===== src/core/odc_regs.svh =====
// register map, field positions and reset values of the oscillator divider control block
`ifndef ODC_REGS_SVH
`define ODC_REGS_SVH
`define ODC_ADDR_CTRL     4'h0
`define ODC_ADDR_KEY      4'h4
`define ODC_KEY1          32'hAA996655
`define ODC_KEY2          32'h556699AA
`define ODC_PLL_DIV_LSB   27
`define ODC_FRC_DIV_LSB   24
`define ODC_SOSC_BIT      22
`define ODC_PB_RDY_BIT    21
`define ODC_PB_DIV_LSB    19
`define ODC_PLL_MULT_LSB  16
`define ODC_NEW_SRC_LSB   8
`define ODC_LANE_PLL_FRC  3
`define ODC_LANE_PB_MULT  2
`define ODC_LANE_NEW_SRC  1
`define ODC_FRC_DIV_RST   3'h1
`define ODC_DIV_CODE_MAX  3'h7
`define ODC_DIV_LIM_MAX   8'hFF
`define ODC_RESP_OKAY     2'h0
`define ODC_RESP_SLVERR   2'h2
`endif


===== src/core/odc_pkg.sv =====
// types shared by the oscillator divider control block
package odc_pkg;
  typedef struct packed {
    logic [2:0] pll_post_div_sel;
    logic [2:0] pll_multiplier_sel;
    logic [1:0] periph_bus_div_sel;
    logic [2:0] new_source_sel;
  } odc_cfg_t;

  typedef struct packed {
    logic clk;
    logic tick;
  } odc_div_out_t;

  typedef enum logic [1:0] {
    ODC_LOCKED,
    ODC_KEY1_SEEN,
    ODC_UNLOCKED
  } odc_lock_t;
endpackage


===== src/core/odc_div.sv =====
// glitch-free power-of-two divider counting source edges
`timescale 1ns/1ps
`include "odc_regs.svh"
module odc_div
  import odc_pkg::*;
(
  input  wire logic         aclk,
  input  wire logic         aresetn,
  input  wire logic         src_edge,
  input  wire logic [2:0]   sel,
  input  wire logic [2:0]   sel_rst,
  output odc_div_out_t      div_out,
  output logic              busy
);
  logic [7:0]   cnt_q;
  logic [2:0]   app_q;
  odc_div_out_t out_q;
  logic [7:0]   lim;
  logic         wrap;

  // edges per output half period minus one; code 7 is 256, not 128
  assign lim  = (app_q == `ODC_DIV_CODE_MAX) ? `ODC_DIV_LIM_MAX : 8'((9'h1 << app_q) - 9'h1);
  assign wrap = src_edge && (cnt_q == lim);
  assign busy = (sel != app_q);
  assign div_out = out_q;

  always_ff @(posedge aclk) begin
    if (!aresetn) begin
      cnt_q <= 8'h00;
      app_q <= sel_rst;
      out_q <= '0;
    end else begin
      out_q.tick <= wrap;
      if (wrap) begin
        cnt_q     <= 8'h00;
        out_q.clk <= ~out_q.clk;
        app_q     <= sel;
      end else if (src_edge) begin
        cnt_q <= cnt_q + 8'h01;
      end
    end
  end

  property p_wrap_toggle;
    @(posedge aclk) disable iff (!aresetn)
    wrap |=> (out_q.clk != $past(out_q.clk)) && out_q.tick && (cnt_q == 8'h00);
  endproperty
  a_wrap_toggle: assert property (p_wrap_toggle) else $error("divider did not toggle at terminal count");

  property p_apply_boundary;
    @(posedge aclk) disable iff (!aresetn)
    (app_q != $past(app_q)) |-> $past(wrap);
  endproperty
  a_apply_boundary: assert property (p_apply_boundary) else $error("divider changed between output edges");
endmodule


===== src/core/odc_top.sv =====
// oscillator divider control register block with AXI4-Lite slave
// Function
// pll post divider codes give 1..64, 256
// fast rc divider same codes, default two
// read-only secondary oscillator stable flag bit 22
// periph divisor writable only while flag set
// periph bus clock divides system clock 1..8
// control writes need a completed unlock first
// bits 31-30 and 23 read zero
// marked fields load configuration bits at reset
// divider changes only at output clock boundary
`timescale 1ns/1ps
`include "odc_regs.svh"
module odc_top
  import odc_pkg::*;
(
  input  wire logic         aclk,
  input  wire logic         aresetn,
  input  wire logic         awvalid,
  output logic              awready,
  input  wire logic [3:0]   awaddr,
  input  wire logic         wvalid,
  output logic              wready,
  input  wire logic [31:0]  wdata,
  input  wire logic [3:0]   wstrb,
  output logic              bvalid,
  input  wire logic         bready,
  output logic [1:0]        bresp,
  input  wire logic         arvalid,
  output logic              arready,
  input  wire logic [3:0]   araddr,
  output logic              rvalid,
  input  wire logic         rready,
  output logic [31:0]       rdata,
  output logic [1:0]        rresp,
  input  wire logic         pll_out_clk,
  input  wire logic         fast_rc_oscillator,
  input  wire logic         secondary_osc_stable,
  input  odc_cfg_t          cfg,
  output logic              pll_div_clk,
  output logic              fast_rc_div_clk,
  output logic              periph_bus_clock,
  output logic [2:0]        pll_multiplier_sel,
  output logic [2:0]        new_source_sel
);
  logic         aw_have_q, w_have_q, awready_q, wready_q, bvalid_q, arready_q, rvalid_q;
  logic [3:0]   aw_addr_q;
  logic [31:0]  w_data_q;
  logic [3:0]   w_strb_q;
  logic [1:0]   bresp_q, rresp_q;
  logic [31:0]  rdata_q;
  logic         rd_ctrl_q;
  odc_lock_t    lock_q;
  logic [2:0]   pll_post_div_sel_q, fast_rc_div_sel_q, pll_mult_q, new_src_q;
  logic [1:0]   periph_bus_div_sel_q;
  logic         pb_wr_q, pll_prev_q, frc_prev_q;
  logic         aw_take, w_take, ar_take, do_write, wr_ctrl, wr_key, ar_ctrl;
  logic         aw_have_d, w_have_d, bvalid_d, rvalid_d;
  logic         pb_busy;
  logic [31:0]  rd_word;
  odc_div_out_t pll_o, frc_o, pb_o;

  assign aw_take   = awvalid && awready_q;
  assign w_take    = wvalid && wready_q;
  assign ar_take   = arvalid && arready_q;
  assign do_write  = aw_have_q && w_have_q && !bvalid_q;
  assign wr_ctrl   = (aw_addr_q == `ODC_ADDR_CTRL);
  assign wr_key    = (aw_addr_q == `ODC_ADDR_KEY);
  assign ar_ctrl   = (araddr == `ODC_ADDR_CTRL);
  assign aw_have_d = (aw_have_q || aw_take) && !do_write;
  assign w_have_d  = (w_have_q || w_take) && !do_write;
  assign bvalid_d  = (bvalid_q && !bready) || do_write;
  assign rvalid_d  = (rvalid_q && !rready) || ar_take;

  // write channels: address and data held independently, answered one cycle after both
  always_ff @(posedge aclk) begin
    if (!aresetn) begin
      aw_have_q <= 1'b0;
      w_have_q  <= 1'b0;
      awready_q <= 1'b1;
      wready_q  <= 1'b1;
      bvalid_q  <= 1'b0;
      bresp_q   <= `ODC_RESP_OKAY;
      aw_addr_q <= 4'h0;
      w_data_q  <= 32'h0000_0000;
      w_strb_q  <= 4'h0;
    end else begin
      aw_have_q <= aw_have_d;
      w_have_q  <= w_have_d;
      awready_q <= !aw_have_d && !bvalid_d;
      wready_q  <= !w_have_d && !bvalid_d;
      bvalid_q  <= bvalid_d;
      if (aw_take) begin
        aw_addr_q <= awaddr;
      end
      if (w_take) begin
        w_data_q <= wdata;
        w_strb_q <= wstrb;
      end
      if (do_write) begin
        // a locked control write is dropped silently, not an error
        bresp_q <= (wr_ctrl || wr_key) ? `ODC_RESP_OKAY : `ODC_RESP_SLVERR;
      end
    end
  end

  // unlock sequence: two keys back to back arm exactly one control write
  always_ff @(posedge aclk) begin
    if (!aresetn) begin
      lock_q <= ODC_LOCKED;
    end else if (do_write) begin
      if (wr_key && w_data_q == `ODC_KEY1) begin
        lock_q <= ODC_KEY1_SEEN;
      end else if (wr_key && lock_q == ODC_KEY1_SEEN && w_data_q == `ODC_KEY2) begin
        lock_q <= ODC_UNLOCKED;
      end else begin
        lock_q <= ODC_LOCKED;
      end
    end
  end

  // control fields; sync reset doubles as power-on load of configuration bits
  always_ff @(posedge aclk) begin
    if (!aresetn) begin
      pll_post_div_sel_q   <= cfg.pll_post_div_sel;
      pll_mult_q           <= cfg.pll_multiplier_sel;
      periph_bus_div_sel_q <= cfg.periph_bus_div_sel;
      new_src_q            <= cfg.new_source_sel;
      fast_rc_div_sel_q    <= `ODC_FRC_DIV_RST;
    end else if (do_write && wr_ctrl && lock_q == ODC_UNLOCKED) begin
      if (w_strb_q[`ODC_LANE_PLL_FRC]) begin
        pll_post_div_sel_q <= w_data_q[`ODC_PLL_DIV_LSB +: 3];
        fast_rc_div_sel_q  <= w_data_q[`ODC_FRC_DIV_LSB +: 3];
      end
      if (w_strb_q[`ODC_LANE_PB_MULT]) begin
        pll_mult_q <= w_data_q[`ODC_PLL_MULT_LSB +: 3];
        if (pb_wr_q) begin
          periph_bus_div_sel_q <= w_data_q[`ODC_PB_DIV_LSB +: 2];
        end
      end
      if (w_strb_q[`ODC_LANE_NEW_SRC]) begin
        new_src_q <= w_data_q[`ODC_NEW_SRC_LSB +: 3];
      end
    end
  end

  // read word; unimplemented and excluded positions stay zero
  always_comb begin
    rd_word = 32'h0000_0000;
    rd_word[`ODC_PLL_DIV_LSB +: 3]  = pll_post_div_sel_q;
    rd_word[`ODC_FRC_DIV_LSB +: 3]  = fast_rc_div_sel_q;
    rd_word[`ODC_SOSC_BIT]          = secondary_osc_stable;
    rd_word[`ODC_PB_RDY_BIT]        = pb_wr_q;
    rd_word[`ODC_PB_DIV_LSB +: 2]   = periph_bus_div_sel_q;
    rd_word[`ODC_PLL_MULT_LSB +: 3] = pll_mult_q;
    rd_word[`ODC_NEW_SRC_LSB +: 3]  = new_src_q;
  end

  always_ff @(posedge aclk) begin
    if (!aresetn) begin
      arready_q <= 1'b1;
      rvalid_q  <= 1'b0;
      rdata_q   <= 32'h0000_0000;
      rresp_q   <= `ODC_RESP_OKAY;
      rd_ctrl_q <= 1'b0;
    end else begin
      arready_q <= !rvalid_d;
      rvalid_q  <= rvalid_d;
      if (ar_take) begin
        rd_ctrl_q <= ar_ctrl;
        rdata_q   <= ar_ctrl ? rd_word : 32'h0000_0000;
        rresp_q   <= (ar_ctrl || araddr == `ODC_ADDR_KEY) ? `ODC_RESP_OKAY : `ODC_RESP_SLVERR;
      end
    end
  end

  // writable flag is a flop so a bus write never races a pending divisor change
  always_ff @(posedge aclk) begin
    if (!aresetn) begin
      pb_wr_q    <= 1'b1;
      // track the pins through reset so release shows no false source edge
      pll_prev_q <= pll_out_clk;
      frc_prev_q <= fast_rc_oscillator;
    end else begin
      pb_wr_q    <= !pb_busy;
      pll_prev_q <= pll_out_clk;
      frc_prev_q <= fast_rc_oscillator;
    end
  end

  odc_div u_pll_div (
    .aclk     (aclk),
    .aresetn  (aresetn),
    .src_edge (pll_out_clk ^ pll_prev_q),
    .sel      (pll_post_div_sel_q),
    .sel_rst  (cfg.pll_post_div_sel),
    .div_out  (pll_o),
    .busy     ()
  );

  odc_div u_frc_div (
    .aclk     (aclk),
    .aresetn  (aresetn),
    .src_edge (fast_rc_oscillator ^ frc_prev_q),
    .sel      (fast_rc_div_sel_q),
    .sel_rst  (`ODC_FRC_DIV_RST),
    .div_out  (frc_o),
    .busy     ()
  );

  // every system clock is one source event, so the tick marks each peripheral cycle
  odc_div u_pb_div (
    .aclk     (aclk),
    .aresetn  (aresetn),
    .src_edge (1'b1),
    .sel      ({1'b0, periph_bus_div_sel_q}),
    .sel_rst  ({1'b0, cfg.periph_bus_div_sel}),
    .div_out  (pb_o),
    .busy     (pb_busy)
  );

  assign awready            = awready_q;
  assign wready             = wready_q;
  assign bvalid             = bvalid_q;
  assign bresp              = bresp_q;
  assign arready            = arready_q;
  assign rvalid             = rvalid_q;
  assign rdata              = rdata_q;
  assign rresp              = rresp_q;
  assign pll_div_clk        = pll_o.clk;
  assign fast_rc_div_clk    = frc_o.clk;
  assign periph_bus_clock   = pb_o.tick;
  assign pll_multiplier_sel = pll_mult_q;
  assign new_source_sel     = new_src_q;

  property p_reserved_zero;
    @(posedge aclk) disable iff (!aresetn)
    (rvalid_q && rd_ctrl_q) |-> (rdata_q[31:30] == 2'b00) && !rdata_q[23];
  endproperty
  a_reserved_zero: assert property (p_reserved_zero) else $error("reserved bits read nonzero");

  property p_sosc_follow;
    @(posedge aclk) disable iff (!aresetn)
    (ar_take && ar_ctrl) |=> rvalid_q && (rdata_q[`ODC_SOSC_BIT] == $past(secondary_osc_stable));
  endproperty
  a_sosc_follow: assert property (p_sosc_follow) else $error("stable flag read wrong");

  property p_locked_ignore;
    @(posedge aclk) disable iff (!aresetn)
    (do_write && wr_ctrl && lock_q != ODC_UNLOCKED) |=>
      $stable(pll_post_div_sel_q) && $stable(fast_rc_div_sel_q) && $stable(periph_bus_div_sel_q);
  endproperty
  a_locked_ignore: assert property (p_locked_ignore) else $error("locked write changed a field");

  property p_unlock_once;
    @(posedge aclk) disable iff (!aresetn)
    (do_write && wr_ctrl) |=> (lock_q == ODC_LOCKED);
  endproperty
  a_unlock_once: assert property (p_unlock_once) else $error("unlock not consumed by write");

  property p_pb_refuse;
    @(posedge aclk) disable iff (!aresetn)
    (do_write && wr_ctrl && !pb_wr_q) |=> $stable(periph_bus_div_sel_q);
  endproperty
  a_pb_refuse: assert property (p_pb_refuse) else $error("divisor written while not writable");

  property p_cfg_load;
    @(posedge aclk) disable iff (1'b0)
    !aresetn |=> (pll_post_div_sel_q == $past(cfg.pll_post_div_sel))
      && (periph_bus_div_sel_q == $past(cfg.periph_bus_div_sel));
  endproperty
  a_cfg_load: assert property (p_cfg_load) else $error("configuration bits not loaded at reset");

  property p_frc_default;
    @(posedge aclk) disable iff (1'b0)
    !aresetn |=> (fast_rc_div_sel_q == `ODC_FRC_DIV_RST);
  endproperty
  a_frc_default: assert property (p_frc_default) else $error("fast rc divider default wrong");
endmodule


===== config.mk =====
export PLATFORM = sky130hd
export DESIGN_NAME = odc_top
export DESIGN_NICKNAME = d
export VERILOG_FILES = /design/src/core/odc_pkg.sv /design/src/core/odc_div.sv /design/src/core/odc_top.sv
export VERILOG_INCLUDE_DIRS = /design/src /design/src/core
export SDC_FILE = /design/constraint.sdc
export NUM_CORES = 1
export LEC_CHECK = 0
export ABC_AREA = 1
export BUFFER_PORTS_ARGS = -buffer_cell sky130_fd_sc_hd__clkbuf_2
export CAP_MARGIN = 30
export CORE_ASPECT_RATIO = 1.25
export CORE_MARGIN = 5
export CORE_UTILIZATION = 61
export CTS_CLUSTER_DIAMETER = 30
export DETAILED_ROUTE_END_ITERATION = 6
export GPL_TIMING_DRIVEN = 0
export MAX_ROUTING_LAYER = met4
export PLACE_DENSITY = 0.86
export SETUP_SLACK_MARGIN = 0.5
export SLEW_MARGIN = 20
export SYNTH_ARGS = -nofsm -noshare
export SYNTH_HDL_FRONTEND = slang
export SYNTH_HIERARCHICAL = 1
export SYNTH_SLANG_ARGS = --single-unit

===== constraint.sdc =====
create_clock -name aclk -period 4.64 [get_ports aclk]
set_input_delay 0.696 -clock aclk [delete_from_list [all_inputs] [get_ports aclk]]
set_output_delay 0.696 -clock aclk [all_outputs]
set_load 0.02 [all_outputs]

==> impl_results.md <==
* Outcome: complete, no violations
* CTS Hold Bufs at 0
* DR DRC count at 0
* Core area at 9710 µm²
* Fillers at 725
* Clock sink total at 119
* N_diodes at 0
* Mapped Area at 6100 µm²
* Clock transition at path regs at 0.06 ns
* Peak VDD IR at 0.000294 V
* Final Skew at 0.00604 ns
* Post-CTS setup buffer count at 0
* Hold WC Path Type: input pin to flop
* GRT Resource Usage Total at 0.257
* Drt via density at 5.15
* Detail Route Antenna Nets at 0
* Placed Instances at 1,070
* Total Power at 0.00288 W
* Crit end category: flop
* Gate Count Post-Synth at 822
* Yosys Warn Count at 6
* Max-Cap Viols at 0
* Initial Utilization at 0.629
* CP required at 4.74 ns
* Initial antenna violation count at 0
* H-tree levels at 4
* Die width at 99.5 µm
* Router iterations before antenna repair at 7
* Dpl hpwl at 10,500 µm
* Post-Route Setup TNS at 0 ns
* Pins Over Slew Limit at 0
* Via count at 5,675
* Largest net degree at the start of global routing at 17
* Fin cells at 1,102
* Cts bufs inserted at 17
* Critical Path AT at 2.36 ns
* # IOs at 115
* DR WL/cell at 13.6 µm
* First-pass GRT wire length at 24,000 µm
* DRT iter0 DRCs at 404
* I/O Buffers at 95
* Routability cong. at 0.927
* # rows at 40
* Pwr dens at 387 nW/µm²
* Worst-margin pin slew at 0.695 ns
* Die height at 122 µm
* Cts repair resizes at 0
* TritonCTS clock tree: built
* Max frequency at 442 MHz
* Crit path from: u_pb_div/app_q[1]
* Post-layout util at 0.766
* Critical path launch point type: flop
* Worst Path Max Fanout at 11
* Vias in the first global route at 5,272
* Crit path time final at 2.26 ns
* Hold slack at 0.404 ns
* Die area at 12,100 µm²
* GRT overflow at 0
* Final setup viols at 0
* Synth-to-Final Area Change at 21.9%
* Nets at 1,034
* Final Hold Viols at 0
* WS Path Type: flop to flop
* CTS Buffer Depth at 2
* Final period util at 0.487
* Hold Crit Start: pll_out_clk
* Layout cell share with drive strength beyond 1 at 0.253
* Rel. slew slack at 0.537
* Worst R2R Start: u_pb_div/app_q[1]
* Root buf cell: clkbuf_16
* DRT Wirelength at 15,000 µm
* Worst-Skew Late Latency at 0.41 ns
* Syn_area_per_cell at 7.43 µm²
* RSZ-0062 raised after global routing: no
* Leakage at 3.47 nW
[registers in the layout, summed over array words and instances, names as in the netlist, 4 cells and up]
name             cells
u_pb_div/cnt_q       8
w_data_q            32
aw_addr_q            4
rdata               16
u_pll_div/cnt_q      8
u_frc_div/cnt_q      8
[routing by layer]
metal	GRT usage	wire, µm
met2	0.443	7710
met3	0.0590	875
met5	-	0
met1	0.283	5830
met4	0.114	548
[stage by stage]
step	worst slack, ns	instance area [µm²]
after global routing	2.23	7440
after detailed placement	2.42	6840
after global placement	2.44	6840
after CTS	2.42	7440
final	2.38	7440
after floorplan	2.68	6200
[where the power goes]
part | switching [W] | total, W | internal, W
combinational | 0.000252 | 0.000393 | 0.000140
clock | 0.000469 | 0.00132 | 0.000851
sequential | 0.0000499 | 0.00117 | 0.00112
total | 0.000771 | 0.00288 | 0.00211
[path summary, 6_finish.rpt]
path,slack [ns],depth (start not counted),end
setup reg to reg,2.38,12,u_pb_div/app_q[1]
setup / recovery,2.38,12,u_pb_div/app_q[1]
hold / removal,0.40,1,pll_prev_q
hold reg to reg,0.47,2,aw_addr_q[2]
[layout make-up]
class                           count  area, µm²  share of cell area
Buffer                             46        317              0.0426
Clock buffer                       22        485              0.0653
Inverter                           89        335              0.0451
Clock inverter                     10        115              0.0155
Sequential cell                   119       2580               0.347
Multi-Input combinational cell    595       2970               0.399
Timing Repair Buffer               95        475              0.0639
Tap cell                          126        158              0.0212
[cells in the final DEF (no fill, tap or decap), types with 14 or more instances in the layout]
cell type and n:
o21ai_0 51, buf_4 18, nand3_1 49, edfxtp_1 20, a21oi_1 24, clkbuf_16 18, nor2_1 91, dfxtp_1 99
xor2_1 20, inv_2 15, clkbuf_1 14, conb_1 29, nor3_1 17, inv_1 72, clkbuf_2 95, nand2_1 213
nand2_2 14, nor2_2 31
[worst max-delay path: stages (launching register included)]
cell and delay [ns]:
edfxtp_1 0.40, buf_6 0.17, nor2_2 0.17, nand2_1 0.09
ha_1 0.33, nand2_1 0.06, nand2_1 0.05, nand2_1 0.06
nor2_1 0.11, nand3_1 0.11, nor2_2 0.10, nand3_2 0.11
nand2_4 0.19
(Power assumes the default switching activity.)
